**config.mk**
```make
export PLATFORM = sky130hd
export DESIGN_NAME = gpc_reg_slice
export DESIGN_NICKNAME = d
export VERILOG_FILES = /design/src/inc/gpc_pkg.sv /design/src/rtl/gpc_sync3.sv /design/src/rtl/gpc_pattern_gen.sv /design/src/rtl/gpc_reg_slice.sv
export VERILOG_INCLUDE_DIRS = /design/src /design/src/inc
export SDC_FILE = /design/constraint.sdc
export NUM_CORES = 1
export LEC_CHECK = 0
export BUFFER_PORTS_ARGS = -buffer_cell sky130_fd_sc_hd__buf_2
export CORE_UTILIZATION = 55
export DETAILED_ROUTE_END_ITERATION = 8
export GPL_TIMING_DRIVEN = 0
export HOLD_SLACK_MARGIN = 0.03
export PLACE_DENSITY = 0.87
export SLEW_MARGIN = 10
export SYNTH_ARGS = -nofsm -noshare
export SYNTH_HDL_FRONTEND = slang
export SYNTH_SLANG_ARGS = --single-unit
```
**constraint.sdc**
```tcl
create_clock -name i_sys_clk -period 1.9 [get_ports i_sys_clk]
set_clock_uncertainty 0.05 [all_clocks]
set_input_delay 0.38 -clock i_sys_clk [delete_from_list [all_inputs] [get_ports i_sys_clk]]
set_output_delay 0.38 -clock i_sys_clk [all_outputs]
set_load 0.05 [all_outputs]
```
**src/inc/gpc_regs.svh**
```systemverilog
// Register offsets, field positions, reset values for the gigabit
// configuration, status and indirect access control registers.
// Assumes a 5-bit management register address and 16-bit data.
`ifndef GPC_REGS_SVH
`define GPC_REGS_SVH

`define GPC_OFS_CONFIG        5'h09
`define GPC_OFS_STATUS        5'h0A
`define GPC_OFS_ACCESS_CTRL   5'h0D
`define GPC_OFS_ADDR_DATA     5'h0E

`define GPC_RST_CONFIG        16'h0300
`define GPC_RST_STATUS        16'h0000
`define GPC_RST_ACCESS_CTRL   16'h0000

`define GPC_CFG_TEST_HI       15
`define GPC_CFG_TEST_LO       13
`define GPC_CFG_MAN_EN        12
`define GPC_CFG_MAN_VAL       11
`define GPC_CFG_PORT_TYPE     10
`define GPC_CFG_ADV_FD        9
`define GPC_CFG_ADV_HD        8
`define GPC_CFG_REFLECT_AUTO  7
`define GPC_CFG_WMASK         16'hFF80

`define GPC_ST_FAULT          15
`define GPC_ST_MASTER         14
`define GPC_ST_LOC_OK         13
`define GPC_ST_REM_OK         12
`define GPC_ST_LP_FD          11
`define GPC_ST_LP_HD          10

`define GPC_AC_FUNC_HI        15
`define GPC_AC_FUNC_LO        14
`define GPC_AC_DEV_HI         4
`define GPC_AC_DEV_LO         0
`define GPC_AC_WMASK          16'hC01F

`endif

```
**src/inc/gpc_pkg.sv**
```systemverilog
// Types shared by the gigabit register slice.
// Assumes the offsets and fields come from gpc_regs.svh.
package gpc_pkg;

    // Indirect access function field encodings
    typedef enum logic [1:0] {
        GPC_FN_ADDRESS   = 2'h0,
        GPC_FN_DATA      = 2'h1,
        GPC_FN_DATA_INC  = 2'h2,
        GPC_FN_DATA_INCW = 2'h3
    } gpc_func_type;

    // Transmit test pattern selections
    typedef enum logic [2:0] {
        GPC_TM_NORMAL     = 3'h0,
        GPC_TM_WAVEFORM   = 3'h1,
        GPC_TM_JIT_MASTER = 3'h2,
        GPC_TM_JIT_SLAVE  = 3'h3,
        GPC_TM_DISTORTION = 3'h4,
        GPC_TM_MLT3_IDLE  = 3'h5,
        GPC_TM_REP_0001   = 3'h6,
        GPC_TM_PULSE_63   = 3'h7
    } gpc_test_type;

endpackage

```
**src/rtl/gpc_sync3.sv**
```systemverilog
// Three-stage synchroniser with agreement filter for pin inputs.
// Assumes the input is asynchronous to i_sys_clk.
`timescale 1ns/10ps
module gpc_sync3 #(
    parameter int WIDTH = 1
) (
    input  wire logic             i_sys_clk,
    input  wire logic             i_rstn,
    input  wire logic [WIDTH-1:0] i_async,
    output logic      [WIDTH-1:0] o_sync
);
    logic [WIDTH-1:0] s1_reg;
    logic [WIDTH-1:0] s2_reg;
    logic [WIDTH-1:0] s3_reg;
    logic [WIDTH-1:0] out_reg;
    logic [WIDTH-1:0] out_next;

    // Accept a change once stages two and three agree
    assign out_next = (s2_reg & s3_reg) | (out_reg & (s2_reg | s3_reg));

    // Shift chain
    always_ff @(posedge i_sys_clk or negedge i_rstn) begin
        if (!i_rstn) begin
            s1_reg  <= '0;
            s2_reg  <= '0;
            s3_reg  <= '0;
            out_reg <= '0;
        end else begin
            s1_reg  <= i_async;
            s2_reg  <= s1_reg;
            s3_reg  <= s2_reg;
            out_reg <= out_next;
        end
    end

    assign o_sync = out_reg;
endmodule // gpc_sync3

```
**src/rtl/gpc_pattern_gen.sv**
```systemverilog
// Transmit conformance test symbol generator.
// Assumes one symbol per clock, sel held stable by the register file.
`timescale 1ns/10ps
module gpc_pattern_gen (
    input  wire logic                i_sys_clk,
    input  wire logic                i_rstn,
    input  wire gpc_pkg::gpc_test_type i_sel,
    output logic                     o_active,
    output logic                     o_sym
);
    logic [5:0]  cnt_reg;
    logic [10:0] lfsr_reg;
    logic        sym_next;
    logic [5:0]  cnt_next;
    logic [10:0] lfsr_next;
    logic        act_reg;
    logic        sym_reg;

    // Counter and scrambler advance every cycle
    assign cnt_next  = cnt_reg + 6'h01;
    assign lfsr_next = {lfsr_reg[9:0], lfsr_reg[10] ^ lfsr_reg[8]};

    // Symbol selection per test
    always_comb begin
        case (i_sel)
            gpc_pkg::GPC_TM_NORMAL:     sym_next = 1'b0;
            gpc_pkg::GPC_TM_MLT3_IDLE:  sym_next = lfsr_reg[10];
            gpc_pkg::GPC_TM_REP_0001:   sym_next = (cnt_reg[1:0] == 2'h3);
            gpc_pkg::GPC_TM_PULSE_63:   sym_next = (cnt_reg == 6'h00);
            gpc_pkg::GPC_TM_WAVEFORM:   sym_next = cnt_reg[0];
            gpc_pkg::GPC_TM_JIT_MASTER: sym_next = cnt_reg[1];
            gpc_pkg::GPC_TM_JIT_SLAVE:  sym_next = cnt_reg[2];
            gpc_pkg::GPC_TM_DISTORTION: sym_next = lfsr_reg[0] ^ cnt_reg[3];
            default:                    sym_next = 1'b0;
        endcase
    end

    // Pattern state
    always_ff @(posedge i_sys_clk or negedge i_rstn) begin
        if (!i_rstn) begin
            cnt_reg  <= 6'h00;
            lfsr_reg <= 11'h7FF;
            act_reg  <= 1'b0;
            sym_reg  <= 1'b0;
        end else begin
            cnt_reg  <= cnt_next;
            lfsr_reg <= lfsr_next;
            act_reg  <= (i_sel != gpc_pkg::GPC_TM_NORMAL);
            sym_reg  <= sym_next;
        end
    end

    assign o_active = act_reg;
    assign o_sym    = sym_reg;
endmodule // gpc_pattern_gen

```
**src/rtl/gpc_reg_slice.sv**
```systemverilog
// Gigabit configuration/status and indirect access control registers.
// Assumes an MDIO frame decoder presents one-cycle read/write strobes
// on i_sys_clk; PHY status inputs are asynchronous pins.
//
// Behaviour
// - Test field 0 normal, 1-7 test patterns
// - Modes 5,6,7: idles, 0001, pulse+63 zeros
// - Bit 12 enables manual role selection
// - Bit 11 forces master (1) or slave
// - Bit 10 reports multi-port or single-port
// - Bits 9,8 advertise gigabit duplex, strap reset
// - Bit 7 runs reflectometry after link down
// - Status bit 15 latches fault, read clears
// - Status bit 14 shows resolved master role
// - Bits 13,12 show local/remote receiver ok
// - Bits 11,10 show partner gigabit abilities
// - Bits 7-0 read-only idle error count
// - Function 00 address, 01 data no increment
// - Function 10 inc always, 11 inc writes
// - Bits 4:0 select target MMD
// - Port maps address when 00, else data
`timescale 1ns/10ps
`include "gpc_regs.svh"
module gpc_reg_slice (
    input  wire logic        i_sys_clk,
    input  wire logic        i_rstn,
    // Management register access
    input  wire logic        i_reg_wr,
    input  wire logic        i_reg_rd,
    input  wire logic [4:0]  i_reg_addr,
    input  wire logic [15:0] i_reg_wdata,
    output logic      [15:0] o_reg_rdata,
    output logic             o_reg_rvalid,
    // Straps, caught after reset release
    input  wire logic        i_strap_adv_fd,
    input  wire logic        i_strap_adv_hd,
    // PHY status pins
    input  wire logic        i_role_fault,
    input  wire logic        i_role_master,
    input  wire logic        i_local_rx_ok,
    input  wire logic        i_remote_rx_ok,
    input  wire logic        i_partner_fd,
    input  wire logic        i_partner_hd,
    input  wire logic        i_link_up,
    input  wire logic [7:0]  i_idle_err_count,
    // Control outputs toward the PHY core
    output logic             o_manual_role_enable,
    output logic             o_manual_role_value,
    output logic             o_port_multi,
    output logic             o_adv_gig_full_duplex,
    output logic             o_adv_gig_half_duplex,
    output logic             o_cable_reflect_start,
    output logic             o_test_active,
    output logic             o_test_sym,
    // Indirect MMD access
    output logic             o_mmd_wr,
    output logic             o_mmd_rd,
    output logic [4:0]       o_mmd_target_select,
    output logic [15:0]      o_mmd_addr,
    output logic [15:0]      o_mmd_wdata,
    input  wire logic [15:0] i_mmd_rdata
);
    localparam int PIN_W = 7;

    logic [15:0] config_reg;
    logic [15:0] access_reg;
    logic [15:0] mmd_addr_reg;
    logic        fault_reg;
    logic        strap_done_reg;
    logic        link_prev_reg;
    logic [15:0] rdata_reg;
    logic        rvalid_reg;
    logic        reflect_reg;
    logic        mmd_wr_reg;
    logic        mmd_rd_reg;
    logic [15:0] mmd_wdata_reg;
    logic [15:0] mmd_addr_next;
    logic        fault_next;
    logic [15:0] rdata_next;
    logic [PIN_W-1:0] pins_sync;
    logic [7:0]  idle_cnt_sync;
    logic        idle_cnt_hold;
    logic [7:0]  idle_cnt_reg;

    // Address decode
    wire sel_cfg  = (i_reg_addr == `GPC_OFS_CONFIG);
    wire sel_st   = (i_reg_addr == `GPC_OFS_STATUS);
    wire sel_ac   = (i_reg_addr == `GPC_OFS_ACCESS_CTRL);
    wire sel_port = (i_reg_addr == `GPC_OFS_ADDR_DATA);
    wire [1:0] func = access_reg[`GPC_AC_FUNC_HI:`GPC_AC_FUNC_LO];
    wire fn_addr = (func == gpc_pkg::GPC_FN_ADDRESS);
    wire port_wr = i_reg_wr & sel_port;
    wire port_rd = i_reg_rd & sel_port;
    // Post increment selection
    wire inc_rd  = (func == gpc_pkg::GPC_FN_DATA_INC);
    wire inc_wr  = inc_rd | (func == gpc_pkg::GPC_FN_DATA_INCW);

    // Synchronised status pins
    wire role_fault_s = pins_sync[0];
    wire master_s     = pins_sync[1];
    wire loc_ok_s     = pins_sync[2];
    wire rem_ok_s     = pins_sync[3];
    wire lp_fd_s      = pins_sync[4];
    wire lp_hd_s      = pins_sync[5];
    wire link_up_s    = pins_sync[6];

    gpc_sync3 #(.WIDTH(PIN_W)) u_pin_sync (
        .i_sys_clk (i_sys_clk),
        .i_rstn    (i_rstn),
        .i_async   ({i_link_up, i_partner_hd, i_partner_fd, i_remote_rx_ok,
                     i_local_rx_ok, i_role_master, i_role_fault}),
        .o_sync    (pins_sync)
    );

    gpc_sync3 #(.WIDTH(8)) u_cnt_sync (
        .i_sys_clk (i_sys_clk),
        .i_rstn    (i_rstn),
        .i_async   (i_idle_err_count),
        .o_sync    (idle_cnt_sync)
    );

    // Status word assembly, reserved bits zero
    wire [15:0] status_word = {fault_reg,
                               master_s,
                               loc_ok_s,
                               rem_ok_s,
                               lp_fd_s,
                               lp_hd_s,
                               2'h0,
                               idle_cnt_reg};

    // Read data multiplexer; unmapped offsets read zero
    assign rdata_next = sel_cfg  ? config_reg :
                        sel_st   ? status_word :
                        sel_ac   ? access_reg :
                        sel_port ? (fn_addr ? mmd_addr_reg
                                            : i_mmd_rdata) :
                        16'h0000;

    // Fault latch: set wins over read clear, re-set if still present
    assign fault_next = role_fault_s |
                        (fault_reg & ~(i_reg_rd & sel_st));

    // MMD address register update with post increment
    always_comb begin
        mmd_addr_next = mmd_addr_reg;
        if (port_wr && fn_addr) begin
            mmd_addr_next = i_reg_wdata;
        end else if ((port_wr && inc_wr) || (port_rd && inc_rd)) begin
            mmd_addr_next = mmd_addr_reg + 16'h0001;
        end
    end

    // Configuration register, writable fields only
    always_ff @(posedge i_sys_clk or negedge i_rstn) begin
        if (!i_rstn) begin
            config_reg     <= `GPC_RST_CONFIG;
            strap_done_reg <= 1'b0;
        end else if (!strap_done_reg) begin
            strap_done_reg <= 1'b1;
            config_reg[`GPC_CFG_ADV_FD] <= i_strap_adv_fd;
            config_reg[`GPC_CFG_ADV_HD] <= i_strap_adv_hd;
        end else if (i_reg_wr && sel_cfg) begin
            config_reg <= i_reg_wdata & `GPC_CFG_WMASK;
        end
    end

    // Indirect access control register
    always_ff @(posedge i_sys_clk or negedge i_rstn) begin
        if (!i_rstn) begin
            access_reg <= `GPC_RST_ACCESS_CTRL;
        end else if (i_reg_wr && sel_ac) begin
            access_reg <= i_reg_wdata & `GPC_AC_WMASK;
        end
    end

    // Status latch and idle count sample
    always_ff @(posedge i_sys_clk or negedge i_rstn) begin
        if (!i_rstn) begin
            fault_reg    <= 1'b0;
            idle_cnt_reg <= 8'h00;
        end else begin
            fault_reg    <= fault_next;
            idle_cnt_reg <= idle_cnt_hold ? idle_cnt_reg : idle_cnt_sync;
        end
    end

    // Freeze the count while a status read is under way
    assign idle_cnt_hold = i_reg_rd & sel_st;

    // Read response
    always_ff @(posedge i_sys_clk or negedge i_rstn) begin
        if (!i_rstn) begin
            rdata_reg  <= 16'h0000;
            rvalid_reg <= 1'b0;
        end else begin
            rdata_reg  <= i_reg_rd ? rdata_next : rdata_reg;
            rvalid_reg <= i_reg_rd;
        end
    end

    // MMD pointer and forwarded data accesses
    always_ff @(posedge i_sys_clk or negedge i_rstn) begin
        if (!i_rstn) begin
            mmd_addr_reg  <= 16'h0000;
            mmd_wr_reg    <= 1'b0;
            mmd_rd_reg    <= 1'b0;
            mmd_wdata_reg <= 16'h0000;
        end else begin
            mmd_addr_reg  <= mmd_addr_next;
            mmd_wr_reg    <= port_wr & ~fn_addr;
            mmd_rd_reg    <= port_rd & ~fn_addr;
            mmd_wdata_reg <= port_wr ? i_reg_wdata : mmd_wdata_reg;
        end
    end

    // Reflectometry start on link-down edge when enabled
    always_ff @(posedge i_sys_clk or negedge i_rstn) begin
        if (!i_rstn) begin
            link_prev_reg <= 1'b0;
            reflect_reg   <= 1'b0;
        end else begin
            link_prev_reg <= link_up_s;
            reflect_reg   <= config_reg[`GPC_CFG_REFLECT_AUTO] &
                             link_prev_reg & ~link_up_s;
        end
    end

    gpc_pattern_gen u_pattern (
        .i_sys_clk (i_sys_clk),
        .i_rstn    (i_rstn),
        .i_sel     (gpc_pkg::gpc_test_type'(
                        config_reg[`GPC_CFG_TEST_HI:`GPC_CFG_TEST_LO])),
        .o_active  (o_test_active),
        .o_sym     (o_test_sym)
    );

    // Register-driven outputs
    assign o_reg_rdata           = rdata_reg;
    assign o_reg_rvalid          = rvalid_reg;
    assign o_manual_role_enable  = config_reg[`GPC_CFG_MAN_EN];
    assign o_manual_role_value   = config_reg[`GPC_CFG_MAN_VAL];
    assign o_port_multi          = config_reg[`GPC_CFG_PORT_TYPE];
    assign o_adv_gig_full_duplex = config_reg[`GPC_CFG_ADV_FD];
    assign o_adv_gig_half_duplex = config_reg[`GPC_CFG_ADV_HD];
    assign o_cable_reflect_start = reflect_reg;
    assign o_mmd_wr              = mmd_wr_reg;
    assign o_mmd_rd              = mmd_rd_reg;
    assign o_mmd_target_select   =
        access_reg[`GPC_AC_DEV_HI:`GPC_AC_DEV_LO];
    assign o_mmd_addr            = mmd_addr_reg;
    assign o_mmd_wdata           = mmd_wdata_reg;
endmodule // gpc_reg_slice

```
[Word-level counts from Yosys, hierarchy flattened]
Cells that the tools add are included.
Storage, ports and cells
  bits in registers: 158
  input bits: 58
  output and inout bits: 64
  logic and storage cells: 88
Cells by class
  add/sub/neg operators: 2
  equality and inequality tests: 15
  mux-type cells: 10
  bitwise operators: 23
  reduce and logical (&&, ||, !) cells: 12
Operator list (number)
  $mux 16: 7
  $eq 5x4->1 const B: 4
  $add 16x1->16 const B: 1
  $and 8x8->8: 2
  $or 8x8->8: 2
  $and 7x7->7: 2
  $or 7x7->7: 2
  $eq 3x3->1 const B: 4
  $mux 10: 1
  $and 1x1->1: 8
  $pmux 1 s8: 1
  $add 6x1->6 const B: 1
  $eq 2x2->1 const B: 3
  $eq 3x2->1 const B: 2
  $logic_not 6->1: 1
  $logic_and 1x1->1: 5
  $eq 3x1->1 const B: 1
  $logic_not 3->1: 1
  $not 1->1: 3
  $reduce_bool 3->1: 1
  $logic_not 2->1: 1
  $mux 2: 1
  $ne 2x1->1 const B: 1
  $or 1x1->1: 2
  other kinds (4): 5

[Depth between registers and ports, before layout]
  word-level depth: 6
  mapped depth: 8
  depth with buffers taken out: 7

[Hierarchy]
From an unflattened synthesis, not the netlist that was laid out.
Unflattened totals
  cell total of the unflattened synthesis: 495
  area total of the unflattened synthesis: 6297.3 µm²
Modules (own cells, without submodules)
  gpc_reg_slice: times used 1, cells each 376, area each 3922.5 µm², seq. area each 1979.4 µm²
  gpc_sync3 at u_cnt_sync: times used 1, cells each 40, area each 890.9 µm², seq. area each 800.8 µm²
  gpc_sync3 at u_pin_sync: times used 1, cells each 35, area each 779.5 µm², seq. area each 700.7 µm²
  gpc_pattern_gen: times used 1, cells each 44, area each 704.4 µm², seq. area each 489.2 µm²

[Worst setup path before layout]
No wires, ideal clock.
  kind: reg-to-reg
  start: register mmd_addr_reg[0], in the netlist o_mmd_addr[0]
  end: register mmd_addr_reg[14], in the netlist o_mmd_addr[14]
  library setup time: 127 ps
  arrival time: 1849 ps
  required time: 1723 ps
  slack: -126 ps
  cell stages (with the launch flop): 7
  path buffers: 0
  clock period less this slack: 2026 ps
  path through: dfrtp_1 -> ha_1 -> nand2_1 -> or2_2 -> nor3_2 -> and4_1 -> nor3_1
Between the ends
  longest elaborated chain between the ends: 3
Ends and longest elaborated chain
  start, declared: line gpc_reg_slice.sv:67  | logic [15:0] mmd_addr_reg;
  start signal, assigned: line gpc_reg_slice.sv:210  | mmd_addr_reg <= mmd_addr_next;
  $add 16x1->16: line gpc_reg_slice.sv:150  | mmd_addr_next = mmd_addr_reg + 16'h0001;
  $mux 16: line gpc_reg_slice.sv:149  | end else if ((port_wr && inc_wr) || (port_rd && inc_rd)) begin
  $mux 16: line gpc_reg_slice.sv:147  | if (port_wr && fn_addr) begin
Every way passes these cells. The select of a mux whose other input is x is not followed.
A chain may end at the register's enable or synchronous reset.

[Worst setup path after layout]
  start: register mmd_addr_reg[0], in the netlist o_mmd_addr[0]
  end: register mmd_addr_reg[12], in the netlist o_mmd_addr[12]
The elaborated chain is that of the path after synthesis.

==> flow_metrics.env <==
export IMPL_clk_latency_ps=420
export IMPL_netlist_instances=497
export IMPL_vias=4630
export IMPL_finalSetupViolCount=0
export IMPL_clockPowerShare_pct=39.0
export IMPL_synth_seq_cells=158
export IMPL_slew_headroom_pct=65.3
export IMPL_met1_usage_pct=36.7
export IMPL_fin_area_mm2=0.00787
export IMPL_worstSetupPathType="reg2reg"
export IMPL_period_share_pct=95.7
export IMPL_wl_per_cell_um=19.1
export IMPL_antenna_found_initial=0
export IMPL_dieArea_mm2=0.0117
export IMPL_finalCriticalPeriod_ps=1820
export IMPL_drv_slew=0
export IMPL_die_h_um=108
export IMPL_crit_required_ps=2150
export IMPL_grt_util_met2_pct=45.9
export IMPL_synth_area_top_cells="dfrtp_1 (58%), mux2_2 (6.7%), dfstp_2 (5.5%)"
export IMPL_power_switching_uw=2680
export IMPL_cp_max_fo=7
export IMPL_first_global_vias=4521
export IMPL_netlist_area_mm2=0.00622
export IMPL_start_util_pct=56.9
export IMPL_hold_start="i_reg_rd"
export IMPL_routed_wl_mm=15.4
export IMPL_coreArea_mm2=0.0109
export IMPL_busiest_layer="met2"
export IMPL_synth_edf_count=0
export IMPL_synth_most_common_cell="dfrtp_1"
export IMPL_overflow=0
export IMPL_drive_above_1_share_pct=37.0
export IMPL_p_comb_share_pct=18.0
export IMPL_root_buffer="clkbuf_16"
export IMPL_ir_worst_vdd_uv=799
export IMPL_min_path_type="in2reg"
export IMPL_synth_common_cells="dfrtp_1 (145), a21oi_1 (40), mux2_2 (37)"
export IMPL_area_growth_pct=26.5
export IMPL_start_kind="register"
export IMPL_reg2reg_from="o_mmd_addr[0]"
export IMPL_finalNetCount=715
export IMPL_io_buffers=120
export IMPL_place_area_mm2=0.00704
export IMPL_gp_congestion=0.884
export IMPL_yosys_warnings=0
export IMPL_drtIter0Drc=362
export IMPL_crit_buf_inv=0
export IMPL_synth_cell_types=56
export IMPL_clkSinkCount=158
export IMPL_crit_start="o_mmd_addr[0]"
export IMPL_cpPeakStageDelay_ps=420
export IMPL_hold_viol=0
export IMPL_clkTransAtPathRegs_ps=60
export IMPL_pwr_density_cell_mw_per_mm2=1160
export IMPL_synth_top_area_share_pct=58.4
export IMPL_rsz0062_at_grt="false"
export IMPL_tightest_slew_ps=521
export IMPL_switching_share_pct=29.4
export IMPL_cts_tree="yes"
export IMPL_met3_usage_pct=6.45
export IMPL_synthArstFlopShare_pct=100
export IMPL_outcome="complete, no violations"
export IMPL_synth_main_ff_cell="dfrtp_1"
export IMPL_route_detailed_drc=0
export IMPL_timing_hold_ws_ps=106
export IMPL_grtUsageTotal_pct=28.1
export IMPL_antenna_cells=0
export IMPL_viasPerCell=5.74
export IMPL_ys_seq_area_share_pct=63.9
export IMPL_dieWidth_um=108
export IMPL_htreeDepth=4
export IMPL_arrival_ps=2070
export IMPL_p_int_uw=6450
export IMPL_synth_nets=558
export IMPL_yosys_area_top_type="dfrtp_1"
export IMPL_cp_slowest_cell="dfrtp_2"
export IMPL_first_pass_iters=7
export IMPL_worstSetupEndpointType="register"
export IMPL_cap_violations=0
export IMPL_synth_area_per_cell_um2=12.5
export IMPL_final_antenna_net_count=0
export IMPL_row_count=38
export IMPL_dp_hpwl_mm=10.5
export IMPL_numCtsBuffers=17
export IMPL_grt_max_degree=113
export IMPL_power_frac_seq_pct=43.1
export IMPL_grt_pass1_wl_mm=23.8
export IMPL_cts_buffer_depth=2
export IMPL_pin_count=122
export IMPL_cpLargestDelayFamily="simple AND/OR/NAND/NOR gates"
export IMPL_path_cells="ha_1, nand2_1, or2_2, nor2_1, a211oi_1, a311oi_1"
export IMPL_max_freq_mhz=550
export IMPL_p_leak_uw=0.00370
final cells by class:
class                   count  area, um^2
clock inverters            10         160
plain buffers              25         141
fillers                   758        3070
repair buffers            139         811
clock buffers              22         464
multi-input cells         298        2080
inverters                  15        56.3
well taps                 140         175
flip-flops and latches    158        3980
routing by layer:
layer  vias to the layer above  wire [um]
met2                       224       7630
met5                         -          0
met3                        35       1090
met1                      2305       6250
met4                         0        410
li1                       2066          -
worst paths after layout:
| kind | end | slack [ps] | cells after the start |
|---|---|---|---|
| min reg2reg | u_pin_sync.s2_reg[1] | 290 | 0 |
| min | o_reg_rvalid | 110 | 1 |
| min in group asynchronous | u_cnt_sync.s1_reg[1] | 410 | 2 |
| max | o_mmd_addr[12] | 80 | 6 |
| max in group asynchronous | o_mmd_addr[8] | 550 | 3 |
| max reg2reg | o_mmd_addr[12] | 80 | 6 |
metrics by stage:
stage	cells	utilization [%]	setup WS, ps	TNS (ps)	total power (uW)
2_1_floorplan	497	-	40.4	0	5030
3_3_place_gp	757	64.0	-2000	-262390	5500
3_5_place_dp	758	64.4	-78.2	-1850	5560
4_1_cts	806	71.7	3.49	0	9160
5_1_grt	807	71.9	10.0	0	9450
6_report	807	71.9	81.4	0	9130
power groups by stage:
stage	sequential [uW]	combinational (uW)	clock [uW]
6_report	3930	1640	3560
5_1_grt	3960	1740	3750
4_1_cts	3920	1630	3610
3_5_place_dp	3970	1590	0
3_3_place_gp	3960	1550	0
2_1_floorplan	4450	584	0
worst reg2reg max path, cell delays in order, from the launching register on:
cell	delay, ps
dfrtp_2	420
ha_1	220
nand2_1	120
or2_2	380
nor2_1	140
a211oi_1	90
a311oi_1	280
cells in the final DEF (no fill, tap or decap), types with 4 or more instances in the layout:
cell type | netlist | layout
dfstp_2 | 13 | 13
dlygate4sd3_1 | 0 | 16
nand2_1 | 35 | 35
clkbuf_1 | 7 | 10
inv_1 | 15 | 15
nand2b_1 | 4 | 4
o21ai_0 | 23 | 23
buf_4 | 10 | 11
nand3_1 | 10 | 9
a21oi_1 | 40 | 38
mux2_2 | 37 | 37
mux2i_1 | 11 | 11
or3_1 | 4 | 4
dfrtp_1 | 145 | 137
o22ai_1 | 10 | 10
and3_1 | 4 | 4
clkbuf_16 | 0 | 17
dfrtp_2 | 0 | 8
nor3_1 | 5 | 4
xor2_1 | 4 | 4
bufinv_16 | 0 | 4
buf_2 | 8 | 127
maj3_1 | 15 | 15
a31oi_1 | 9 | 8
nor2_1 | 26 | 26
o32ai_1 | 6 | 6
xnor2_1 | 4 | 4
timing repair:
item	CTS	global route
buffers inserted	0	2
pin swaps	0	1
setup endpoints to repair	5	8
gates resized for setup	3	6
hold buffers	16	0
hold endpoints to repair	61	0
kinds of logic (layout without fill, tap and decap cells):
family	Yosys count	in the layout	synth area share, %
xor+xnor	8	8	1.13
buf+inv	41	211	3.26
compound gates	106	106	10.3
fa+ha+maj	18	18	3.02
flops	158	158	63.9
other cells	1	1	0.0603
mux	48	48	8.47
simple gates	117	117	9.88
No activity file was read; power rests on OpenSTA's default activity.
